`config.mk`:
```
export PLATFORM = sky130hd
export DESIGN_NAME = mfs_seq
export DESIGN_NICKNAME = d
export VERILOG_FILES = /design/src/core/mfs_pkg.sv /design/src/core/mfs_ramp.sv /design/src/core/mfs_seq.sv
export SDC_FILE = /design/constraint.sdc
export NUM_CORES = 2
export LEC_CHECK = 0
export ABC_CLOCK_PERIOD_IN_PS = 7870
export BUFFER_PORTS_ARGS = -buffer_cell sky130_fd_sc_hd__buf_2
export CAP_MARGIN = 30
export CELL_PAD_IN_SITES_DETAIL_PLACEMENT = 1
export CELL_PAD_IN_SITES_GLOBAL_PLACEMENT = 2
export CORE_MARGIN = 2
export CORE_UTILIZATION = 43
export CTS_CLUSTER_SIZE = 28
export DETAILED_ROUTE_END_ITERATION = 7
export PLACE_DENSITY = 0.85
export SLEW_MARGIN = 10
export SYNTH_ARGS = -nofsm -noshare
export SYNTH_HDL_FRONTEND = slang
export SYNTH_HIERARCHICAL = 1
export SYNTH_SLANG_ARGS = --single-unit
```
`constraint.sdc`:
```
create_clock -name clk -period 7.87 [get_ports clk]
set_clock_uncertainty 0.1 [all_clocks]
set_input_delay 1.574 -clock clk [delete_from_list [all_inputs] [get_ports clk]]
set_output_delay 1.574 -clock clk [all_outputs]
set_load 0.05 [all_outputs]
```
`src/core/mfs_pkg.sv`:
```
// Constants shared by the mains fluctuation step sequencer.
// Assumes a single 250 MHz clock and a plain address/strobe register port.
package mfs_pkg;

    // ----------------------------------------------------------------
    // Timing
    // ----------------------------------------------------------------
    localparam int unsigned CLK_PERIOD_NS = 4;
    localparam int unsigned TICK_NS = 10_000_000;
    localparam int unsigned TICK_CYC_DEF = TICK_NS / CLK_PERIOD_NS;

    // ----------------------------------------------------------------
    // Field widths and limits
    // ----------------------------------------------------------------
    localparam int NUM_STEPS = 6;
    localparam int TW = 17;
    localparam int VW = 13;
    localparam int FW = 17;
    localparam int AW = 9;
    localparam int RW = 14;
    localparam logic [TW-1:0] TIME_MAX = 17'h1869f;
    localparam logic [RW-1:0] REPEAT_MAX = 14'h270f;
    localparam logic [AW-1:0] ANGLE_MAX = 9'h167;
    localparam logic [VW-1:0] VMAX_LOW = 13'h060e;
    localparam logic [VW-1:0] VMAX_MID = 13'h0c1c;
    localparam logic [VW-1:0] VMAX_HIGH = 13'h1770;
    localparam logic [FW-1:0] FMIN = 17'h01194;
    localparam logic [FW-1:0] FMAX_STD = 17'h0c350;
    localparam logic [FW-1:0] FMAX_OPT = 17'h186a0;

    // ----------------------------------------------------------------
    // Steps and voltage ranges
    // ----------------------------------------------------------------
    localparam logic [2:0] STEP_IDLE = 3'h0;
    localparam logic [2:0] STEP_PRE = 3'h1;
    localparam logic [2:0] STEP_RAMP_IN = 3'h2;
    localparam logic [2:0] STEP_FAULT = 3'h3;
    localparam logic [2:0] STEP_RAMP_OUT = 3'h4;
    localparam logic [2:0] STEP_POST = 3'h5;
    localparam logic [1:0] RANGE_LOW = 2'h0;
    localparam logic [1:0] RANGE_MID = 2'h1;
    localparam logic [1:0] RANGE_HIGH = 2'h2;

    // ----------------------------------------------------------------
    // Register map (byte addresses)
    // ----------------------------------------------------------------
    localparam logic [7:0] REG_CTRL = 8'h00;
    localparam logic [7:0] REG_REPEAT = 8'h04;
    localparam logic [7:0] REG_STATUS = 8'h08;
    localparam logic [7:0] REG_STEP_BASE = 8'h10;
    localparam logic [7:0] REG_STEP_END = 8'h70;
    localparam logic [1:0] FLD_TIME = 2'h0;
    localparam logic [1:0] FLD_PHASE = 2'h1;
    localparam logic [1:0] FLD_VSET = 2'h2;
    localparam logic [1:0] FLD_FSET = 2'h3;
    localparam int CTRL_RUN = 0;
    localparam int CTRL_STOP = 1;
    localparam int CTRL_CLR_REJ = 2;
    localparam int CTRL_RANGE_LSB = 4;
    localparam int PH_ON_EN = 0;
    localparam int PH_OFF_EN = 1;
    localparam int PH_TRIG = 2;
    localparam int PH_ON_LSB = 4;
    localparam int PH_OFF_LSB = 16;

    // ----------------------------------------------------------------
    // Reset values
    // ----------------------------------------------------------------
    localparam logic [TW-1:0] TIME_RST = 17'h00064;
    localparam logic [VW-1:0] VSET_RST = 13'h0000;
    localparam logic [FW-1:0] FSET_RST = 17'h01388;
    localparam logic [RW-1:0] REPEAT_RST = 14'h0001;
    localparam logic [1:0] RANGE_RST = 2'h1;

endpackage

```
`src/core/mfs_ramp.sv`:
```
// Linear interpolator for one setpoint across a ramp step.
// Assumes tick pulses at the duration unit rate, widely spaced.
module mfs_ramp #(
    parameter int W = 13,
    parameter int DW = 17
) (
    input wire logic clk,
    input wire logic resetn,
    input wire logic start,
    input wire logic tick,
    input wire logic [W-1:0] from_val,
    input wire logic [W-1:0] to_val,
    input wire logic [DW-1:0] dur,
    output logic [W-1:0] value
);

    localparam int ACW = DW + W + 1;

    logic [W-1:0] val_r;
    logic [W-1:0] to_r;
    logic [W-1:0] span_r;
    logic up_r;
    logic [DW-1:0] dur_r;
    logic [ACW-1:0] acc_r;
    logic [W-1:0] diff;
    logic up;
    logic owe;

    assign up = (to_val >= from_val);
    assign diff = up ? to_val - from_val : from_val - to_val;
    // Whole span added per tick, one duration paid per unit step: a fixed slope
    assign owe = (acc_r >= ACW'(dur_r)) && (val_r != to_r) && (dur_r != '0);
    assign value = val_r;

    always_ff @(posedge clk) begin
        if (!resetn) begin
            val_r <= '0;
            to_r <= '0;
            dur_r <= '0;
            acc_r <= '0;
        end else if (start) begin
            val_r <= from_val;
            to_r <= to_val;
            span_r <= diff;
            up_r <= up;
            dur_r <= dur;
            acc_r <= '0;
        end else if (tick) begin
            acc_r <= acc_r + ACW'(span_r);
        end else if (owe) begin
            acc_r <= acc_r - ACW'(dur_r);
            val_r <= up_r ? val_r + W'(1) : val_r - W'(1);
        end
    end

endmodule

```
`src/core/mfs_seq.sv`:
```
// Mains fluctuation step sequencer: six timed steps with ramps and phase control.
// Assumes phase_deg comes from the output stage on the same clock.
// Summary of operation
// - Steps run idle, pre, ramp-in, fault, ramp-out, post.
// - Idle step supplies output before and after runs.
// - Ramps move setpoints linearly between neighbouring steps.
// - Zero-duration ramp step is skipped entirely.
// - Durations 0.01 to 999.99 s; zero ramps only.
// - Start phase wait adds to step duration.
// - Non-ramp step may start at chosen angle.
// - Non-ramp step may stop at chosen angle.
// - Ramp steps keep only duration and trigger level.
// - Trigger output set to step level at start.
// - Cycle repeats 1 to 9999 times, zero forever.
// - One repeat count shared by every step.
// - Whole run uses one selected voltage range.
// - Out-of-range voltage setpoint rejected, old value kept.
// - Frequency 45 to 500 Hz, 1000 Hz optional.
module mfs_seq #(
    parameter int unsigned TICK_CYC = mfs_pkg::TICK_CYC_DEF,
    parameter bit HIGH_OPT = 1'b0,
    parameter bit FREQ_OPT = 1'b0
) (
    input wire logic clk,
    input wire logic resetn,
    input wire logic [7:0] addr,
    input wire logic [31:0] wdata,
    input wire logic wr,
    input wire logic rd,
    output logic [31:0] rdata,
    input wire logic [mfs_pkg::AW-1:0] phase_deg,
    output logic out_on,
    output logic [mfs_pkg::VW-1:0] vset_out,
    output logic [mfs_pkg::FW-1:0] fset_out,
    output logic trig_out,
    output logic [2:0] step_out,
    output logic running
);

    localparam int TW = mfs_pkg::TW;
    localparam int VW = mfs_pkg::VW;
    localparam int FW = mfs_pkg::FW;
    localparam int AW = mfs_pkg::AW;
    localparam int RW = mfs_pkg::RW;
    localparam int N = mfs_pkg::NUM_STEPS;

    generate
        if (TICK_CYC < 2 || TICK_CYC > 32'h7fffffff) begin : g_bad_tick
            $error("TICK_CYC out of range");
        end
    endgenerate

    typedef enum logic [2:0] {S_OFF, S_PHASE, S_TIME, S_HOLD, S_STOP} mfs_state_e;

    // ----------------------------------------------------------------
    // Step settings
    // ----------------------------------------------------------------
    logic [TW-1:0] time_r [N];
    logic [VW-1:0] vset_r [N];
    logic [FW-1:0] fset_r [N];
    logic [AW-1:0] on_ang_r [N];
    logic [AW-1:0] off_ang_r [N];
    logic [N-1:0] on_en_r;
    logic [N-1:0] off_en_r;
    logic [N-1:0] trig_r;
    logic [RW-1:0] repeat_r;
    logic [1:0] range_r;
    logic reject_r;

    // ----------------------------------------------------------------
    // Sequencer state
    // ----------------------------------------------------------------
    mfs_state_e state_r;
    logic [2:0] step_r;
    logic [31:0] div_r;
    logic [TW-1:0] elapsed_r;
    logic [RW-1:0] cycles_r;
    logic [31:0] rdata_r;

    // ----------------------------------------------------------------
    // Register decode
    // ----------------------------------------------------------------
    wire in_step = (addr >= mfs_pkg::REG_STEP_BASE) && (addr < mfs_pkg::REG_STEP_END);
    wire [7:0] step_off = addr - mfs_pkg::REG_STEP_BASE;
    wire [2:0] wsel = step_off[6:4];
    wire [1:0] fld = addr[3:2];
    wire wsel_ramp = (wsel == mfs_pkg::STEP_RAMP_IN) || (wsel == mfs_pkg::STEP_RAMP_OUT);
    wire wr_ctrl = wr && (addr == mfs_pkg::REG_CTRL);
    wire wr_rep = wr && (addr == mfs_pkg::REG_REPEAT);
    wire wr_step = wr && in_step;
    wire cmd_run = wr_ctrl && wdata[mfs_pkg::CTRL_RUN];
    wire cmd_stop = wr_ctrl && wdata[mfs_pkg::CTRL_STOP] && !wdata[mfs_pkg::CTRL_RUN];
    wire cmd_clr = wr_ctrl && wdata[mfs_pkg::CTRL_CLR_REJ];
    wire [1:0] range_w = wdata[mfs_pkg::CTRL_RANGE_LSB+:2];
    wire range_ok = (range_w == mfs_pkg::RANGE_LOW) || (range_w == mfs_pkg::RANGE_MID)
        || ((range_w == mfs_pkg::RANGE_HIGH) && HIGH_OPT);
    wire busy = (state_r != S_OFF);

    // Setpoint validation
    wire [VW-1:0] vmax = (range_r == mfs_pkg::RANGE_LOW) ? mfs_pkg::VMAX_LOW :
        (range_r == mfs_pkg::RANGE_MID) ? mfs_pkg::VMAX_MID : mfs_pkg::VMAX_HIGH;
    wire [FW-1:0] fmax = FREQ_OPT ? mfs_pkg::FMAX_OPT : mfs_pkg::FMAX_STD;
    wire time_ok = (wdata <= 32'(mfs_pkg::TIME_MAX)) && ((wdata != '0) || wsel_ramp);
    wire v_ok = (wdata <= 32'(vmax));
    wire f_ok = (wdata >= 32'(mfs_pkg::FMIN)) && (wdata <= 32'(fmax));
    wire [AW-1:0] on_ang_w = wdata[mfs_pkg::PH_ON_LSB+:AW];
    wire [AW-1:0] off_ang_w = wdata[mfs_pkg::PH_OFF_LSB+:AW];
    wire ang_ok = (on_ang_w <= mfs_pkg::ANGLE_MAX) && (off_ang_w <= mfs_pkg::ANGLE_MAX);
    wire rep_ok = (wdata <= 32'(mfs_pkg::REPEAT_MAX));
    wire ph_full = !wsel_ramp;
    wire take_time = wr_step && (fld == mfs_pkg::FLD_TIME) && time_ok;
    wire take_ph = wr_step && (fld == mfs_pkg::FLD_PHASE);
    wire take_v = wr_step && (fld == mfs_pkg::FLD_VSET) && !wsel_ramp && v_ok;
    wire take_f = wr_step && (fld == mfs_pkg::FLD_FSET) && !wsel_ramp && f_ok;
    wire rej = (wr_step && (fld == mfs_pkg::FLD_TIME) && !time_ok)
        || (take_ph && ph_full && !ang_ok)
        || (wr_step && (fld == mfs_pkg::FLD_VSET) && !wsel_ramp && !v_ok)
        || (wr_step && (fld == mfs_pkg::FLD_FSET) && !wsel_ramp && !f_ok)
        || (wr_rep && !rep_ok)
        || (wr_ctrl && !busy && !range_ok);

    always_ff @(posedge clk) begin
        if (!resetn) begin
            for (int i = 0; i < N; i++) begin
                time_r[i] <= mfs_pkg::TIME_RST;
                vset_r[i] <= mfs_pkg::VSET_RST;
                fset_r[i] <= mfs_pkg::FSET_RST;
                on_ang_r[i] <= '0;
                off_ang_r[i] <= '0;
            end
            on_en_r <= '0;
            off_en_r <= '0;
            trig_r <= '0;
            repeat_r <= mfs_pkg::REPEAT_RST;
            range_r <= mfs_pkg::RANGE_RST;
            reject_r <= 1'b0;
        end else begin
            if (take_time) time_r[wsel] <= wdata[TW-1:0];
            if (take_v) vset_r[wsel] <= wdata[VW-1:0];
            if (take_f) fset_r[wsel] <= wdata[FW-1:0];
            if (take_ph) trig_r[wsel] <= wdata[mfs_pkg::PH_TRIG];
            if (take_ph && ph_full && ang_ok) begin
                on_en_r[wsel] <= wdata[mfs_pkg::PH_ON_EN];
                off_en_r[wsel] <= wdata[mfs_pkg::PH_OFF_EN];
                on_ang_r[wsel] <= on_ang_w;
                off_ang_r[wsel] <= off_ang_w;
            end
            if (wr_rep && rep_ok) repeat_r <= wdata[RW-1:0];
            // Range locked while a run is active
            if (wr_ctrl && !busy && range_ok) range_r <= range_w;
            // A rejection in the same cycle as the clear survives
            if (rej) reject_r <= 1'b1;
            else if (cmd_clr) reject_r <= 1'b0;
        end
    end

    // ----------------------------------------------------------------
    // Step sequencing
    // ----------------------------------------------------------------
    wire tick = (div_r == TICK_CYC - 1);
    wire step_ramp = (step_r == mfs_pkg::STEP_RAMP_IN) || (step_r == mfs_pkg::STEP_RAMP_OUT);
    wire time_up = tick && (elapsed_r + TW'(1) >= time_r[step_r]);
    wire last_cycle = (repeat_r != '0) && (cycles_r + RW'(1) >= repeat_r);
    wire at_on = (phase_deg == on_ang_r[step_r]);
    wire at_off = (phase_deg == off_ang_r[step_r]);
    logic [2:0] nxt_step;
    logic enter;
    logic [2:0] enter_step;

    always_comb begin
        case (step_r)
            mfs_pkg::STEP_IDLE: nxt_step = mfs_pkg::STEP_PRE;
            mfs_pkg::STEP_PRE: nxt_step = (time_r[mfs_pkg::STEP_RAMP_IN] == '0) ?
                mfs_pkg::STEP_FAULT : mfs_pkg::STEP_RAMP_IN;
            mfs_pkg::STEP_RAMP_IN: nxt_step = mfs_pkg::STEP_FAULT;
            mfs_pkg::STEP_FAULT: nxt_step = (time_r[mfs_pkg::STEP_RAMP_OUT] == '0) ?
                mfs_pkg::STEP_POST : mfs_pkg::STEP_RAMP_OUT;
            mfs_pkg::STEP_RAMP_OUT: nxt_step = mfs_pkg::STEP_POST;
            default: nxt_step = last_cycle ? mfs_pkg::STEP_IDLE : mfs_pkg::STEP_PRE;
        endcase
    end

    assign enter = cmd_run || (state_r == S_TIME && time_up && !cmd_stop);
    assign enter_step = cmd_run ? mfs_pkg::STEP_IDLE : nxt_step;
    wire finish = !cmd_run && (step_r == mfs_pkg::STEP_POST) && last_cycle;
    wire enter_ramp = (enter_step == mfs_pkg::STEP_RAMP_IN)
        || (enter_step == mfs_pkg::STEP_RAMP_OUT);
    wire ramp_start = enter && enter_ramp;
    wire enter_wait = on_en_r[enter_step] && !enter_ramp;

    always_ff @(posedge clk) begin
        if (!resetn) begin
            state_r <= S_OFF;
            step_r <= mfs_pkg::STEP_IDLE;
            div_r <= '0;
            elapsed_r <= '0;
            cycles_r <= '0;
        end else if (enter) begin
            step_r <= enter_step;
            div_r <= '0;
            elapsed_r <= '0;
            if (cmd_run) cycles_r <= '0;
            else if (step_r == mfs_pkg::STEP_POST) cycles_r <= cycles_r + RW'(1);
            // Finished runs park in the idle step with the output kept on
            if (finish) state_r <= S_HOLD;
            else state_r <= enter_wait ? S_PHASE : S_TIME;
        end else begin
            case (state_r)
                S_PHASE: begin
                    if (cmd_stop) state_r <= S_STOP;
                    else if (at_on) state_r <= S_TIME;
                end
                S_TIME: begin
                    div_r <= tick ? '0 : div_r + 32'(1);
                    if (tick) elapsed_r <= elapsed_r + TW'(1);
                    if (cmd_stop) state_r <= S_STOP;
                end
                S_HOLD: begin
                    if (cmd_stop) state_r <= S_STOP;
                end
                S_STOP: begin
                    if (step_ramp || !off_en_r[step_r] || at_off) begin
                        state_r <= S_OFF;
                        step_r <= mfs_pkg::STEP_IDLE;
                    end
                end
                default: state_r <= S_OFF;
            endcase
        end
    end

    // ----------------------------------------------------------------
    // Ramp interpolation
    // ----------------------------------------------------------------
    wire ramp_out_sel = (enter_step == mfs_pkg::STEP_RAMP_OUT);
    wire [VW-1:0] v_from = ramp_out_sel ? vset_r[mfs_pkg::STEP_FAULT] : vset_r[mfs_pkg::STEP_PRE];
    wire [VW-1:0] v_to = ramp_out_sel ? vset_r[mfs_pkg::STEP_POST] : vset_r[mfs_pkg::STEP_FAULT];
    wire [FW-1:0] f_from = ramp_out_sel ? fset_r[mfs_pkg::STEP_FAULT] : fset_r[mfs_pkg::STEP_PRE];
    wire [FW-1:0] f_to = ramp_out_sel ? fset_r[mfs_pkg::STEP_POST] : fset_r[mfs_pkg::STEP_FAULT];
    wire ramp_tick = tick && (state_r == S_TIME) && step_ramp;
    logic [VW-1:0] v_ramp;
    logic [FW-1:0] f_ramp;

    mfs_ramp #(.W(VW), .DW(TW)) u_v_ramp (
        .clk(clk),
        .resetn(resetn),
        .start(ramp_start),
        .tick(ramp_tick),
        .from_val(v_from),
        .to_val(v_to),
        .dur(time_r[enter_step]),
        .value(v_ramp)
    );

    mfs_ramp #(.W(FW), .DW(TW)) u_f_ramp (
        .clk(clk),
        .resetn(resetn),
        .start(ramp_start),
        .tick(ramp_tick),
        .from_val(f_from),
        .to_val(f_to),
        .dur(time_r[enter_step]),
        .value(f_ramp)
    );

    // ----------------------------------------------------------------
    // Outputs to the power stage
    // ----------------------------------------------------------------
    wire live = (state_r == S_PHASE) || (state_r == S_TIME) || (state_r == S_HOLD);
    wire drive = live || (state_r == S_STOP);

    always_ff @(posedge clk) begin
        if (!resetn) begin
            out_on <= 1'b0;
            vset_out <= '0;
            fset_out <= '0;
            trig_out <= 1'b0;
            step_out <= '0;
            running <= 1'b0;
        end else begin
            out_on <= (state_r == S_TIME) || (state_r == S_HOLD) || (state_r == S_STOP);
            vset_out <= (step_ramp && drive) ? v_ramp : vset_r[step_r];
            fset_out <= (step_ramp && drive) ? f_ramp : fset_r[step_r];
            trig_out <= drive ? trig_r[step_r] : trig_r[mfs_pkg::STEP_IDLE];
            step_out <= step_r;
            running <= (state_r == S_PHASE) || (state_r == S_TIME);
        end
    end

    // ----------------------------------------------------------------
    // Read port
    // ----------------------------------------------------------------
    wire [2:0] rsel = step_off[6:4];
    wire rsel_ramp = (rsel == mfs_pkg::STEP_RAMP_IN) || (rsel == mfs_pkg::STEP_RAMP_OUT);
    logic [31:0] rd_mux;

    always_comb begin
        rd_mux = '0;
        if (addr == mfs_pkg::REG_CTRL) begin
            rd_mux[mfs_pkg::CTRL_RANGE_LSB+:2] = range_r;
        end else if (addr == mfs_pkg::REG_REPEAT) begin
            rd_mux[RW-1:0] = repeat_r;
        end else if (addr == mfs_pkg::REG_STATUS) begin
            rd_mux = {2'h0, cycles_r, 8'h0, 3'(state_r), reject_r, step_r, running};
        end else if (in_step && fld == mfs_pkg::FLD_TIME) begin
            rd_mux[TW-1:0] = time_r[rsel];
        end else if (in_step && fld == mfs_pkg::FLD_PHASE) begin
            rd_mux[mfs_pkg::PH_TRIG] = trig_r[rsel];
            if (!rsel_ramp) begin
                rd_mux[mfs_pkg::PH_ON_EN] = on_en_r[rsel];
                rd_mux[mfs_pkg::PH_OFF_EN] = off_en_r[rsel];
                rd_mux[mfs_pkg::PH_ON_LSB+:AW] = on_ang_r[rsel];
                rd_mux[mfs_pkg::PH_OFF_LSB+:AW] = off_ang_r[rsel];
            end
        end else if (in_step && fld == mfs_pkg::FLD_VSET && !rsel_ramp) begin
            rd_mux[VW-1:0] = vset_r[rsel];
        end else if (in_step && fld == mfs_pkg::FLD_FSET && !rsel_ramp) begin
            rd_mux[FW-1:0] = fset_r[rsel];
        end
    end

    always_ff @(posedge clk) begin
        if (!resetn) rdata_r <= '0;
        else if (rd) rdata_r <= rd_mux;
    end

    assign rdata = rdata_r;

endmodule

```
==> impl_metrics.env <==
export IMPL_status="finished, final reports clean"
export IMPL_detail_route_iter0_violations=5088
export IMPL_drc=0
export IMPL_period_utilization_pct=93.8
export IMPL_worst_setup_path_end_kind="flop"
export IMPL_synth_warning_count=6
export IMPL_worstReg2RegEnd="u_f_ramp/span_r[16]$_DFFE_PP_"
export IMPL_cell_variety_after_synth=105
export IMPL_powerDensity_mw_per_mm2=191
export IMPL_detailedRoute_firstPassIterationCount=5
export IMPL_average_cell_area_after_synthesis_um2=10.4
export IMPL_reg2reg_from="cycles_r[0]$_SDFFE_PN0P_"
export IMPL_post_drt_via_cell_ratio=6.47
export IMPL_worstSetupStartpointType="flop"
export IMPL_tightest_slew_ns=1.04
export IMPL_mostFrequentLayoutCells="sky130_fd_sc_hd__nor2_1 (582), sky130_fd_sc_hd__edfxtp_1 (552), sky130_fd_sc_hd__nand2_1 (371), sky130_fd_sc_hd__dfxtp_1 (330), sky130_fd_sc_hd__a21oi_1 (271)"
export IMPL_final_setup_tns_ns=0
export IMPL_global_route_usage_total_pct=33.2
export IMPL_drive_gt1_share_pct=16.6
export IMPL_antenna_found_initial=12
export IMPL_timing_reg2reg_worst_path_depth=25
export IMPL_crit_arrival_ns=7.74
export IMPL_worst_hold_path_type="reg2reg"
export IMPL_totalPowerFinal_w=0.0113
export IMPL_postRouteAntennaNets=0
export IMPL_layout_area_overhead_vs_synth_pct=11.6
export IMPL_floorplan_initialDensity_pct=43.2
export IMPL_setup_violations=0
export IMPL_path_clk_slew_ns=0.06
export IMPL_clock_latency_late_sink_ns=0.77
export IMPL_cts_htree_levels=3
export IMPL_time_the_final_worst_path_needs_with_i_o_delays_and_setup_ns=7.38
export IMPL_syn_instance_count=5134
export IMPL_route_vias_total=44718
export IMPL_tritoncts_num_sinks=885
export IMPL_cp_max_fo=15
export IMPL_ys_seq_elements=885
export IMPL_hpwlAfterDp_um=152000
export IMPL_primary_flip_flop_cell_chosen_by_synthesis_mapping="sky130_fd_sc_hd__edfxtp_1"
export IMPL_finalWirelength_um=213000
export IMPL_synthArstFlopShare_pct=0
export IMPL_port_buffers=118
export IMPL_die_y_um=356
export IMPL_critical_path_slowest_cell="sky130_fd_sc_hd__or4_1"
export IMPL_top_cell_type_by_total_area_after_synthesis="sky130_fd_sc_hd__edfxtp_1"
export IMPL_final_nets=5445
export IMPL_cp_slowest_stage_delay_ns=0.58
export IMPL_reg2reg_slack_ns=0.49
export IMPL_critPathKind="reg2reg"
export IMPL_cts_inserted_buffers=103
export IMPL_number_of_global_route_vias_before_repair=45223
export IMPL_irDropWorstVdd_uv=187
export IMPL_ctsLongestPathBuffers=3
export IMPL_synth_top_area_share_pct=31.2
export IMPL_fmax_ghz=0.135
export IMPL_worstPathRequired_ns=8.23
export IMPL_netlist_area_mm2=0.0532
export IMPL_power_leakage_nw=21.4
export IMPL_max_slew_margin_pct=30.6
export IMPL_hold_viol_final=0
export IMPL_most_common_library_cell_in_the_layout_ignoring_fill_and_taps="sky130_fd_sc_hd__nor2_1"
export IMPL_ios=121
export IMPL_holdPathEnd="rdata[29]$_SDFFE_PN0P_"
export IMPL_cts_hold_fix_buffers=0
export IMPL_holdPathStages=2
export IMPL_placementRows=129
export IMPL_cts_tree="built"
export IMPL_avgRoutedWirePerCell_um=30.9
export IMPL_rsz0062_at_grt="no"
export IMPL_drv_cap=0
export IMPL_gp_routability_congestion=0.968
export IMPL_synth_edff_count=552
export IMPL_ctsRootBufferMaster="sky130_fd_sc_hd__clkbuf_16"
export IMPL_synth_seq_area_share_pct=43.7
export IMPL_min_delay_start="rdata[29]$_SDFFE_PN0P_"
export IMPL_cell_with_the_most_instances_on_the_worst_path="sky130_fd_sc_hd__and3_1"
export IMPL_grt_first_pass_wirelength_um=310000
export IMPL_design_core_area_mm2=0.123
export IMPL_fillerInstances=13413
export IMPL_grt_start_max_net_pins=99
export IMPL_synth_area_leaders="sky130_fd_sc_hd__edfxtp_1 (31%), sky130_fd_sc_hd__dfxtp_1 (13%), sky130_fd_sc_hd__mux4_2 (8.2%)"
export IMPL_horizontal_die_dimension_um=356
export IMPL_design_die_area_mm2=0.127
export IMPL_slew_viol_final=0
export IMPL_gr_total_overflow=0
critical path, delay by kind of cell, from the launching register on:
| kind | cells | cell delay (ns) |
|---|---|---|
| DFF | 1 | 0.42 |
| AOI/OAI and AO/OA | 3 | 1.17 |
| muxes | 2 | 0.71 |
| xor gates and xnor gates | 1 | 0.14 |
| adders and majority gates | 3 | 0.98 |
| and+or+nand+nor | 15 | 3.32 |
| buffers and inverters | 1 | 0.18 |
worst max path at each step:
stage / start / endpoint / slack [ns]
floorplan: addr[4] / u_f_ramp/span_r[16]$_DFFE_PP_ / 0.56
global placement: cycles_r[0]$_SDFFE_PN0P_ / u_f_ramp/span_r[16]$_DFFE_PP_ / 0.35
detailed placement: cycles_r[0]$_SDFFE_PN0P_ / u_f_ramp/span_r[16]$_DFFE_PP_ / 0.19
CTS: cycles_r[0]$_SDFFE_PN0P_ / u_f_ramp/span_r[16]$_DFFE_PP_ / 0.10
global route: cycles_r[0]$_SDFFE_PN0P_ / u_f_ramp/span_r[16]$_DFFE_PP_ / 0.1
finish: cycles_r[0]$_SDFFE_PN0P_ / u_f_ramp/span_r[16]$_DFFE_PP_ / 0.49
synth_stat cells (18+ instances only):
cell type,count
sky130_fd_sc_hd__nor4_1,48
sky130_fd_sc_hd__dfxtp_1,333
sky130_fd_sc_hd__a211oi_1,76
sky130_fd_sc_hd__o31ai_1,19
sky130_fd_sc_hd__buf_2,93
sky130_fd_sc_hd__nor2b_1,53
sky130_fd_sc_hd__edfxtp_1,552
sky130_fd_sc_hd__o21a_1,18
sky130_fd_sc_hd__o22ai_1,63
sky130_fd_sc_hd__mux2i_1,238
sky130_fd_sc_hd__o221ai_1,28
sky130_fd_sc_hd__or3_1,43
sky130_fd_sc_hd__mux2_2,142
sky130_fd_sc_hd__o21ai_0,185
sky130_fd_sc_hd__a21o_1,72
sky130_fd_sc_hd__clkbuf_1,205
sky130_fd_sc_hd__xor2_1,107
sky130_fd_sc_hd__and3_1,98
sky130_fd_sc_hd__nor3_1,120
sky130_fd_sc_hd__and2_1,49
sky130_fd_sc_hd__buf_1,23
sky130_fd_sc_hd__nand3_1,113
sky130_fd_sc_hd__a21oi_1,271
sky130_fd_sc_hd__nand2b_1,34
sky130_fd_sc_hd__xnor2_1,141
sky130_fd_sc_hd__a31oi_1,45
sky130_fd_sc_hd__nand2_1,375
sky130_fd_sc_hd__nand4_1,53
sky130_fd_sc_hd__inv_1,199
sky130_fd_sc_hd__or2_2,22
sky130_fd_sc_hd__a221oi_1,18
sky130_fd_sc_hd__o211ai_1,27
sky130_fd_sc_hd__nor2_1,596
sky130_fd_sc_hd__ha_1,197
sky130_fd_sc_hd__mux4_2,194
flip-flops by register name (all words and copies together), names as in the netlist, 30 cells and up, named ones only:
signal / flops
time_r: 136
vset_r: 104
u_v_ramp/acc_r: 31
on_ang_r: 72
div_r: 32
off_ang_r: 72
fset_r: 136
rdata: 30
u_f_ramp/acc_r: 35
metal layers:
layer,share of wire [%],up-vias,GRT usage [%],wire [um]
li1,-,19169,-,-
met1,39,22532,42.0,82300
met2,45,2386,52.0,96500
met3,9.8,619,8.11,20900
met4,6.4,12,19.0,13700
met5,0.049,-,0,105
power by group:
part,internal [W],switching [W]
clock network,0.00280,0.00211
registers,0.00503,0.000107
logic,0.000404,0.000882
metrics by stage:
step | cell area (um^2) | cells | hold slack [ns] | setup WS (ns) | util (%)
global placement | 55700 | 6699 | 0.348 | 0.348 | 45.2
floorplan | 53200 | 5143 | 0.349 | 0.556 | -
finish | 59300 | 6916 | 0.358 | 0.488 | 48.2
CTS | 59200 | 6904 | 0.365 | 0.100 | 48.1
detailed placement | 55800 | 6710 | 0.353 | 0.186 | 45.3
global route | 59300 | 6911 | 0.391 | 0.0997 | 48.2
area by class of cell:
class	count	area (um^2)	area share, %
diodes	5	12.5	0.0211
clock buffers	142	2850	4.80
repair buffers	277	1920	3.23
inverters	206	776	1.31
multi-input cells	3712	27900	47.1
well taps	1637	2050	3.45
clock inverters	52	561	0.944
flip-flops and latches	885	23300	39.2
timing repair:
item                                    CTS  global route
setup buffers                             0             2
resized for setup                         0             1
endpoints found under the setup margin    0            12
logic make-up after synthesis:
kind of cell / synth area share, %
simple gates: 14.8
other cells: 0.00705
mux: 15.7
fa+ha+maj: 5.01
compound gates: 12.4
xor+xnor: 4.11
buf+inv: 4.27
flops: 43.7
Note: power is estimated with default switching activity, not from simulation.
